$ cat src/cld_pkg.sv
// Package with sizes, levels and pin indices for the line dump / binning / double sampler model
// Assumes one 100 MHz system clock and timing inputs that arrive asynchronously from pins
package cld_pkg;
  // ----------------------------------------------------------------
  // Sizes
  // ----------------------------------------------------------------
  localparam int          PIN_COUNT   = 7;
  localparam int          CHARGE_W    = 14;
  localparam int          PIX_W       = 11;
  localparam int          DUMP_W      = 11;
  localparam logic [10:0] HREG_LEN    = 11'h40C;   // 1036 cells
  localparam logic [10:0] HREG_EDGE   = 11'h008;   // Empty cells at the start only
  localparam logic [10:0] HREG_COLS   = 11'h404;   // 1028 cells fed by columns
  localparam logic [13:0] FULL_ROW    = 14'h0FFF;  // One row of full signal
  localparam logic [13:0] HREG_CAP    = 14'h1FFE;  // Two full rows hold without blooming
  localparam logic [13:0] REF_LEVEL   = 14'h0000;
  localparam logic [10:0] PIX_ZERO    = 11'h000;
  localparam logic [10:0] DUMP_ZERO   = 11'h000;
  localparam logic [10:0] ONE_PIX     = 11'h001;
  // ----------------------------------------------------------------
  // Timing pin indices
  // ----------------------------------------------------------------
  localparam int PIN_VSHIFT = 0;
  localparam int PIN_DUMP   = 1;
  localparam int PIN_HCLK   = 2;
  localparam int PIN_RESET  = 3;
  localparam int PIN_REFS   = 4;
  localparam int PIN_SIGS   = 5;
  localparam int PIN_XFER   = 6;
endpackage

$ cat src/cld_edge_if.sv
// Interface carrying synchronised levels and edges of the timing pins
// Assumes a single clock domain; the sync module drives, the core reads
`timescale 1ns/1ns
interface cld_edge_if;
  import cld_pkg::*;
  logic [PIN_COUNT-1:0] level;
  logic [PIN_COUNT-1:0] rise;
  logic [PIN_COUNT-1:0] fall;
  modport src (output level, output rise, output fall);
  modport dst (input level, input rise, input fall);
endinterface

$ cat src/cld_pin_sync.sv
// Two-flop synchroniser and edge detector for all timing pins
// Assumes pins are asynchronous to sys_clk and pulses last at least three clock periods
`timescale 1ns/1ns
module cld_pin_sync
  import cld_pkg::*;
(
  input  wire logic                 sys_clk,
  input  wire logic                 rst,
  input  wire logic [PIN_COUNT-1:0] pinsIn,
  cld_edge_if.src                   edges
);
  logic [PIN_COUNT-1:0] meta_reg;
  logic [PIN_COUNT-1:0] sync_reg;
  logic [PIN_COUNT-1:0] last_reg;

  // ----------------------------------------------------------------
  // Synchroniser; first stage feeds only the second
  // ----------------------------------------------------------------
  always_ff @(posedge sys_clk) begin
    if (rst) begin
      meta_reg <= '0;
      sync_reg <= '0;
      last_reg <= '0;
    end else begin
      meta_reg <= pinsIn;
      sync_reg <= meta_reg;
      last_reg <= sync_reg;
    end
  end

  assign edges.level = sync_reg;
  assign edges.rise  = sync_reg & ~last_reg;
  assign edges.fall  = ~sync_reg & last_reg;
endmodule // cld_pin_sync

$ cat src/cld_sensor_core.sv
// Sensor-side model: fast line dump drain, row binning in the horizontal register,
// and the double sampler chain that presents each pixel on the video outputs
// Assumes timing pins driven by an external generator; rowLevel is the charge of each row
//
// Overview of operation
// - Dump high: vertical shift drains row
// - Falling output clock moves charge to sense
// - Reset sets reference; reference sample follows
// - Signal sample, then transfer from hold to outputs
// - Outputs lag one pixel period
`timescale 1ns/1ns
module cld_sensor_core
  import cld_pkg::*;
(
  input  wire logic                sys_clk,
  input  wire logic                rst,
  input  wire logic                vertical_shift_reg,
  input  wire logic                line_dump_ctl,
  input  wire logic                hreg_output_clock,
  input  wire logic                senseResetPulse,
  input  wire logic                ref_sample_pulse,
  input  wire logic                sig_sample_pulse,
  input  wire logic                holdTransferPulse,
  input  wire logic                shutter_trigger,
  input  wire logic [CHARGE_W-1:0] rowLevel,
  output logic      [CHARGE_W-1:0] video_out_ref,
  output logic      [CHARGE_W-1:0] video_out_sig,
  output logic      [DUMP_W-1:0]   dumpedRows,
  output logic      [PIX_W-1:0]    pixelsLeft,
  output logic                     hregBloom,
  output logic                     readoutNoise
);
  cld_edge_if edges ();

  cld_pin_sync u_sync (
    .sys_clk (sys_clk),
    .rst     (rst),
    .pinsIn  ({holdTransferPulse, sig_sample_pulse, ref_sample_pulse, senseResetPulse,
               hreg_output_clock, line_dump_ctl, vertical_shift_reg}),
    .edges   (edges)
  );

  // Shutter pin only feeds a status flag, so it gets its own two flops
  logic shutMeta_reg;
  logic shutSync_reg;

  logic [CHARGE_W-1:0] lineCharge_reg;
  logic [CHARGE_W-1:0] lineCharge_next;
  logic [PIX_W-1:0]    pixIdx_reg;
  logic [PIX_W-1:0]    pixIdx_next;
  logic [DUMP_W-1:0]   dumped_reg;
  logic [CHARGE_W-1:0] sense_reg;
  logic [CHARGE_W-1:0] refHold_reg;
  logic [CHARGE_W-1:0] sigHold_reg;
  logic [CHARGE_W-1:0] outRef_reg;
  logic [CHARGE_W-1:0] outSig_reg;
  logic                bloom_reg;
  logic                noise_reg;

  // ----------------------------------------------------------------
  // Decode
  // ----------------------------------------------------------------
  function automatic logic [CHARGE_W-1:0] clampAdd(input logic [CHARGE_W-1:0] a,
                                                   input logic [CHARGE_W-1:0] b);
    logic [CHARGE_W:0] s;
    s = {1'b0, a} + {1'b0, b};
    // Charge beyond capacity spills sideways rather than wrapping
    clampAdd = (s > {1'b0, HREG_CAP}) ? HREG_CAP : s[CHARGE_W-1:0];
  endfunction

  wire vShiftEdge = edges.rise[PIN_VSHIFT];
  wire dumpLevel  = edges.level[PIN_DUMP];
  wire hFallEdge  = edges.fall[PIN_HCLK];
  wire resetRise  = edges.rise[PIN_RESET];
  wire refFall    = edges.fall[PIN_REFS];
  wire sigFall    = edges.fall[PIN_SIGS];
  wire xferRise   = edges.rise[PIN_XFER];
  wire hregEmpty  = (pixIdx_reg == HREG_LEN);
  wire rowToDrain = vShiftEdge & dumpLevel;
  wire rowToHreg  = vShiftEdge & ~dumpLevel;
  // Cells fed by columns follow the first eight, which stay empty; no empty cells at the far end
  wire pixCharged = (pixIdx_reg >= HREG_EDGE) && (pixIdx_reg < HREG_EDGE + HREG_COLS);
  wire [CHARGE_W-1:0] pixCharge = pixCharged ? lineCharge_reg : REF_LEVEL;
  wire readoutBusy = ~hregEmpty & (pixIdx_reg != PIX_ZERO);
  wire quietBreak  = readoutBusy & (edges.level[PIN_VSHIFT] | dumpLevel | shutSync_reg);

  // ----------------------------------------------------------------
  // Horizontal register: binning sums rows until it is drained
  // ----------------------------------------------------------------
  always_comb begin
    lineCharge_next = lineCharge_reg;
    pixIdx_next     = pixIdx_reg;
    if (rowToHreg) begin
      pixIdx_next = PIX_ZERO;
      if (hregEmpty) begin
        lineCharge_next = rowLevel;
      end else begin
        lineCharge_next = clampAdd(lineCharge_reg, rowLevel);
      end
    end else if (hFallEdge && !hregEmpty) begin
      pixIdx_next = pixIdx_reg + ONE_PIX;
    end
  end

  always_ff @(posedge sys_clk) begin
    if (rst) begin
      lineCharge_reg <= REF_LEVEL;
      pixIdx_reg     <= HREG_LEN;
      bloom_reg      <= 1'b0;
    end else begin
      lineCharge_reg <= lineCharge_next;
      pixIdx_reg     <= pixIdx_next;
      if (rowToHreg && !hregEmpty) begin
        bloom_reg <= ({1'b0, lineCharge_reg} + {1'b0, rowLevel}) > {1'b0, HREG_CAP};
      end else if (rowToHreg) begin
        bloom_reg <= 1'b0;
      end
    end
  end

  // ----------------------------------------------------------------
  // Drain counter, cleared by a load into the horizontal register
  // ----------------------------------------------------------------
  always_ff @(posedge sys_clk) begin
    if (rst) begin
      dumped_reg <= DUMP_ZERO;
    end else if (rowToDrain) begin
      dumped_reg <= dumped_reg + ONE_PIX;
    end else if (rowToHreg) begin
      dumped_reg <= DUMP_ZERO;
    end
  end

  // ----------------------------------------------------------------
  // Double sampler
  // ----------------------------------------------------------------
  always_ff @(posedge sys_clk) begin
    if (rst) begin
      sense_reg   <= REF_LEVEL;
      refHold_reg <= REF_LEVEL;
      sigHold_reg <= REF_LEVEL;
      outRef_reg  <= REF_LEVEL;
      outSig_reg  <= REF_LEVEL;
    end else begin
      if (resetRise) begin
        sense_reg <= REF_LEVEL;
      end else if (hFallEdge) begin
        sense_reg <= hregEmpty ? REF_LEVEL : pixCharge;
      end
      if (refFall) begin
        refHold_reg <= sense_reg;
      end
      if (sigFall) begin
        sigHold_reg <= sense_reg;
      end
      // Outputs change only on transfer, so a pixel shows one period late
      if (xferRise) begin
        outRef_reg <= refHold_reg;
        outSig_reg <= sigHold_reg;
      end
    end
  end

  // ----------------------------------------------------------------
  // Noise flag when quiet inputs move during readout
  // ----------------------------------------------------------------
  always_ff @(posedge sys_clk) begin
    if (rst) begin
      shutMeta_reg <= 1'b0;
      shutSync_reg <= 1'b0;
      noise_reg    <= 1'b0;
    end else begin
      shutMeta_reg <= shutter_trigger;
      shutSync_reg <= shutMeta_reg;
      // Sticky until the next row load; a new offence in that cycle wins
      if (quietBreak) begin
        noise_reg <= 1'b1;
      end else if (rowToHreg) begin
        noise_reg <= 1'b0;
      end
    end
  end

  assign video_out_ref = outRef_reg;
  assign video_out_sig = outSig_reg;
  assign dumpedRows    = dumped_reg;
  assign pixelsLeft    = HREG_LEN - pixIdx_reg;
  assign hregBloom     = bloom_reg;
  assign readoutNoise  = noise_reg;
endmodule // cld_sensor_core

$ cat config.mk
export PLATFORM = sky130hd
export DESIGN_NAME = cld_sensor_core
export DESIGN_NICKNAME = d
export VERILOG_FILES = /design/src/cld_pkg.sv /design/src/cld_edge_if.sv /design/src/cld_pin_sync.sv /design/src/cld_sensor_core.sv
export SDC_FILE = /design/constraint.sdc
export NUM_CORES = 1
export LEC_CHECK = 0
export BUFFER_PORTS_ARGS = -buffer_cell sky130_fd_sc_hd__buf_2
export CORE_MARGIN = 2
export CORE_UTILIZATION = 30
export DETAILED_ROUTE_END_ITERATION = 8
export GPL_TIMING_DRIVEN = 0
export SLEW_MARGIN = 10
export SYNTH_ARGS = -nofsm -noshare
export SYNTH_HDL_FRONTEND = slang
export SYNTH_SLANG_ARGS = --single-unit
$ cat constraint.sdc
create_clock -name sys_clk -period 6.6 [get_ports sys_clk]
set_input_delay 0.33 -clock sys_clk [delete_from_list [all_inputs] [get_ports sys_clk]]
set_output_delay 0.33 -clock sys_clk [all_outputs]
set_load 0.02 [all_outputs]
==> results.yml, run 1 <==
outcome:
  status: "finished clean"
synth:
  synth_top_cell_area_share_pct: 45.44
  netlist_area_sq_um: 5727
  postSynthCellCount: 676
  ys_ff_latch: 130
  avgSynthCellArea_sq_um: 8.472
  synth.most_common_cell: "nand2_1"
  synth_edf_count: 0
  yosys_warnings: 0
  yosysTopAreaCell: "dfxtp_1"
  synth_ff_type: "dfxtp_1"
  ys_types: 59
  synth-async-reset-ratio_pct: 0
  ys_top_cells_by_area: "dfxtp_1, nand2_1, a21oi_1"
  synth_commonest_cells: "nand2_1, dfxtp_1, a21oi_1, nor2_1, o21ai_0"
  synth_seq_area_share_pct: 45.44
  synth_nets: 718
layout:
  finalNetCount: 812
  area_growth_syn_to_layout_pct: 22.79
  design_area_sq_um: 7032
  antennaDiodeCount: 0
  layout-drive-gt1-share_pct: 17.37
  instances_no_fill: 1017
global_routing:
  gr-total-overflow: 0
  grt_pass1_wl_um: 23490
  grt_max_degree: 17
  grt_util_all_layers_pct: 14.54
  grt_pass1_vias: 4623
  antenna_found_initial: 0
sta:
  slew_viol_final: 0
  finClkSkew_ns: 0.01202
  fmax_mhz: 347.9
  tightestPinTransition_ns: 0.6093
  fin_setup_tns_ns: 0
  rsz0062_at_grt: "false"
  hold_viol: 0
  min_period_over_period_pct: 43.56
  period_minus_slack_ns: 2.875
  max_slew_margin_pct: 59.38
  hold_ws_ns: 0.1210
  setup_violations: 0
clock_network:
  cts.clk_slew.worst_paths_ns: 0.06
  cts_resized: 0
  cts-buffers-inserted: 17
  clk_latency_ns: 0.43
  cts_tree: "done"
  cts_htree_levels: 4
  clock_sinks: 130
  cts_root_buffer: "clkbuf_16"
  cts_setup_buffers: 0
  clk_path_buf_depth: 2
  cts-hold-fix-buffers: 0
setup_path:
  critPathArrivalTime_ns: 3.21
  r2r-start: "lineCharge_reg[0]"
  cp.required_ns: 6.93
  cp_max_fo: 10
  end_kind: "flop"
  rr_endpoint: "lineCharge_reg[1]"
  cp-start-kind: "flop"
  rrSetupSlack_ns: 3.73
  reg2reg_depth: 11
  crit_start: "lineCharge_reg[0]"
  path_class: "reg -> reg"
  crit_path_end: "lineCharge_reg[1]"
placed_design:
  hpwl_um: 10330
  placed_area_sq_um: 6395
  place.gp.congestion: 0.8633
  placed_cells: 985
  io_buffer_count: 75
drt:
  routed_via_density: 4.777
  finalWirelength_um: 13980
  drc: 0
  antenna_left: 0
  vias: 4858
  drtIter0Drc: 253
  avgRoutedWirePerCell_um: 13.75
  firstDrtPassIters: 5
power_and_ir_drop:
  p_leak_uw: 0.002748
  p_per_area_nw_per_um2: 278.1
  irDropWorstVdd_v: 0.0001902
die:
  start_util_pct: 30.62
  chipHeight_um: 142.2
  rows: 50
  io-pin-count: 76
  dieArea_sq_um: 20210
  die_w_um: 142.2
  fp.coreArea_sq_um: 18710
flow_run:
  cap_violations: 0
worst_hold_path:
  hp-class: "in -> reg"
[stage by stage]
step           setup slack [ns]  total power (uW)  utilization, %
2_1_floorplan             4.243             917.6               -
3_3_place_gp              3.688             960.5           34.19
3_5_place_dp              3.708             960.6           34.19
4_1_cts                   3.724              1975           37.59
5_1_grt                   3.430              2024           37.59
6_report                  3.725              1955           37.59
[worst min-delay path by stage]
stage | startpoint | endpoint | slack (ns) | depth (start not counted)
detailed placement | u_sync.meta_reg[3] | u_sync.edges.level[3] | 0.42 | 1
global placement | u_sync.meta_reg[3] | u_sync.edges.level[3] | 0.42 | 1
CTS | sig_sample_pulse | u_sync.meta_reg[5] | 0.10 | 2
finish | sig_sample_pulse | u_sync.meta_reg[5] | 0.12 | 2
floorplan | shutMeta_reg | shutSync_reg | 0.41 | 1
global route | sig_sample_pulse | u_sync.meta_reg[5] | 0.09 | 2
[kinds of logic after synthesis]
group	Yosys count	synth area share, %
simple gates	285	23.53
fa+ha+maj	18	4.064
mux	1	0.1748
xor+xnor	29	4.435
compound gates	164	18.40
buf+inv	49	3.954
flops	130	45.44
[critical path, cell delays in order, from the launching register on]
cell and delay [ns]:
dfxtp_1 0.40, ha_1 0.24, inv_1 0.07, fa_1 0.39, nor2b_1 0.20, o2111ai_1 0.19
and2_1 0.24, o221ai_1 0.30, o31a_1 0.25, buf_2 0.24, o221ai_1 0.16, o31ai_1 0.10
[routing by layer]
metal	GRT usage, %	vias up	share of wire [%]
met4	4.158	0	0.94
met5	0	-	0
met2	22.50	89	44
li1	-	2528	-
met1	19.55	2233	50
met3	4.475	8	4.6
[cell usage in the layout, fill, tap and decap left out, types with 11 or more instances in the layout]
master	n
nand2_1	142
dfxtp_1	130
a21oi_1	79
buf_2	78
nor2_1	45
o21ai_0	30
nor2b_1	28
clkbuf_1	27
ha_1	17
clkbuf_16	17
xnor2_1	16
xor2_1	13
inv_1	11
[layout make-up]
class                   count  area [sq um]
fillers                  1975         11670
multi-input cells         497          2898
flip-flops and latches    130          2603
clock buffers              17         425.4
repair buffers             75         375.4
well taps                 234         292.8
clock inverters            15         211.5
plain buffers              38         185.2
inverters                  11         41.29
[power by group]
part           leakage, uW  switching [uW]  internal, uW  total (uW)
logic              0.00139            89.2          50.0         139
clock network     0.000309             399           613        1010
registers          0.00105            8.42           796         804
total              0.00275             497          1460        1960
(Power assumes the default switching activity.)
==> inputs of run 2 (changes only) <==
==> constraint.sdc (replaced) <==
create_clock -name sys_clk -period 2.83 [get_ports sys_clk]
set_input_delay 0.1415 -clock sys_clk [delete_from_list [all_inputs] [get_ports sys_clk]]
set_output_delay 0.1415 -clock sys_clk [all_outputs]
set_load 0.02 [all_outputs]
==> run 2 against run 1 <==
Effect of this change:
- setup slack worse by 3.5 ns
- combinational power grew 140%
- final cell count increased by 0.88%
- register-to-register slack worse by 3.5 ns
- non-clock buffer count grew 9
- largest power group unchanged
==> results.yml, run 2 (synthesis gave the netlist of run 1 again) <==
drt:
  drtIter0Drc: 290
  drc: 0
  vias: 4926
  finalWirelength_um: 14080
  avgRoutedWirePerCell_um: 13.73
  antenna_left: 0
  routed_via_density: 4.801
  firstDrtPassIters: 7
clock_network:
  clk_path_buf_depth: 2
  clock_sinks: 130
  cts.clk_slew.worst_paths_ns: 0.06
  clk_latency_ns: 0.42
  cts-buffers-inserted: 17
  cts_root_buffer: "clkbuf_16"
  cts_tree: "done"
  cts_htree_levels: 4
flow_run:
  cap_violations: 0
layout:
  final_cell_mix: "nand2_1, dfxtp_1, a21oi_1, buf_2, nor2_1"
  design_area_sq_um: 7142
  area_growth_syn_to_layout_pct: 24.71
  layout-drive-gt1-share_pct: 18.06
  antennaDiodeCount: 0
  finalNetCount: 821
  fillers: 1969
  final_common_cell: "nand2_1"
  utilization_pct: 38.18
setup_path:
  r2r-start: "lineCharge_reg[1]"
  end_kind: "flop"
  crit_start: "lineCharge_reg[1]"
  critPathArrivalTime_ns: 2.94
  cp_max_fo: 3
  cp-start-kind: "flop"
  reg2reg_depth: 9
  cp.required_ns: 3.15
  path_class: "reg -> reg"
  rr_endpoint: "lineCharge_reg[0]"
  crit_path_end: "lineCharge_reg[0]"
  rrSetupSlack_ns: 0.21
outcome:
  status: "finished clean"
die:
  dieArea_sq_um: 20210
  io-pin-count: 76
  die_w_um: 142.2
  rows: 50
  fp.coreArea_sq_um: 18710
  chipHeight_um: 142.2
  start_util_pct: 30.62
global_routing:
  grt_util_all_layers_pct: 14.62
  grt_pass1_vias: 4652
  grt_max_degree: 17
  antenna_found_initial: 0
  met3_usage_pct: 4.374
  grt_pass1_wl_um: 23630
  grt-busiest-layer: "met2"
  use_met2_pct: 22.71
  gr-total-overflow: 0
  met1_usage_pct: 19.74
sta:
  min_period_over_period_pct: 92.60
  fmax_mhz: 381.6
  finClkSkew_ns: 0.01122
  tightestPinTransition_ns: 0.6037
  period_minus_slack_ns: 2.621
  rsz0062_at_grt: "false"
  max_slew_margin_pct: 59.75
  hold_viol: 0
  hold_ws_ns: 0.01913
  slew_viol_final: 0
  setup_violations: 0
worst_hold_path:
  hp-class: "in -> reg"
  min_from: "rowLevel[6]"
power_and_ir_drop:
  p_leak_uw: 0.002788
  p_per_area_nw_per_um2: 640.6
  irDropWorstVdd_v: 0.0004422
placed_design:
  placed_area_sq_um: 6395
  io_buffer_count: 75
  place.gp.congestion: 0.8633
  hpwl_um: 10330
==> run 2: per-stage QoR <==
stage	setup TNS, ns	setup slack (ns)	power (uW)	std cells
final	0	0.2094	4575	1026
after global routing	0	0.02405	4739	1026
after CTS	0	0.03253	4614	1025
after detailed placement	0	0.005923	2240	985
after global placement	-0.01523	-0.01191	2240	985
after floorplan	0	0.4733	2140	676
==> run 2: power breakdown <==
| group | internal (uW) | total [uW] | switching (uW) | leakage [uW] |
|---|---|---|---|---|
| clock network | 1430 | 2360 | 930 | 0.000309 |
| logic | 127 | 340 | 212 | 0.00143 |
| registers | 1860 | 1880 | 19.6 | 0.00105 |
| total | 3410 | 4570 | 1160 | 0.00279 |
==> run 2: area by class of cell <==
| type | instances | area, sq um | area share [%] |
|---|---|---|---|
| buffer | 38 | 187.7 | 2.628 |
| clock buffer | 17 | 425.4 | 5.957 |
| clock inverter | 15 | 211.5 | 2.961 |
| inverter | 11 | 41.29 | 0.5781 |
| multi-input combinational | 497 | 2917 | 40.84 |
| sequential | 130 | 2604 | 36.46 |
| tap | 234 | 292.8 | 4.100 |
| timing repair buffer | 84 | 462.9 | 6.482 |
==> run 2: worst min path at each step <==
stage / end / cells after the start
final: lineCharge_reg[6] / 3
after global routing: lineCharge_reg[9] / 3
after CTS: lineCharge_reg[13] / 3
after detailed placement: u_sync.meta_reg[5] / 2
after global placement: u_sync.meta_reg[5] / 2
after floorplan: shutMeta_reg / 1
==> run 2: metal layers <==
metal | share of wire, % | up-vias
li1 | - | 2544
met3 | 5.2 | 6
met2 | 45 | 121
met5 | 0 | -
met4 | 0.72 | 0
met1 | 49 | 2255
==> run 2: critical path, stage by stage, from the launching register on <==
cell       delay [ns]
dfxtp_1          0.39
ha_1             0.28
a211oi_2         0.27
o21ai_0          0.18
a211o_1          0.35
a2111o_1         0.39
o31a_1           0.12
buf_4            0.14
nor4_1           0.22
o2bb2ai_1        0.17
==> run 2: repair_timing <==
action | CTS | global route
hold buffers | 8 | 0
setup buffers | 0 | 1
gates resized for setup | 1 | 7
pin swaps | 0 | 1
endpoints found under the setup margin | 4 | 12
hold endpoints to repair | 8 | 0
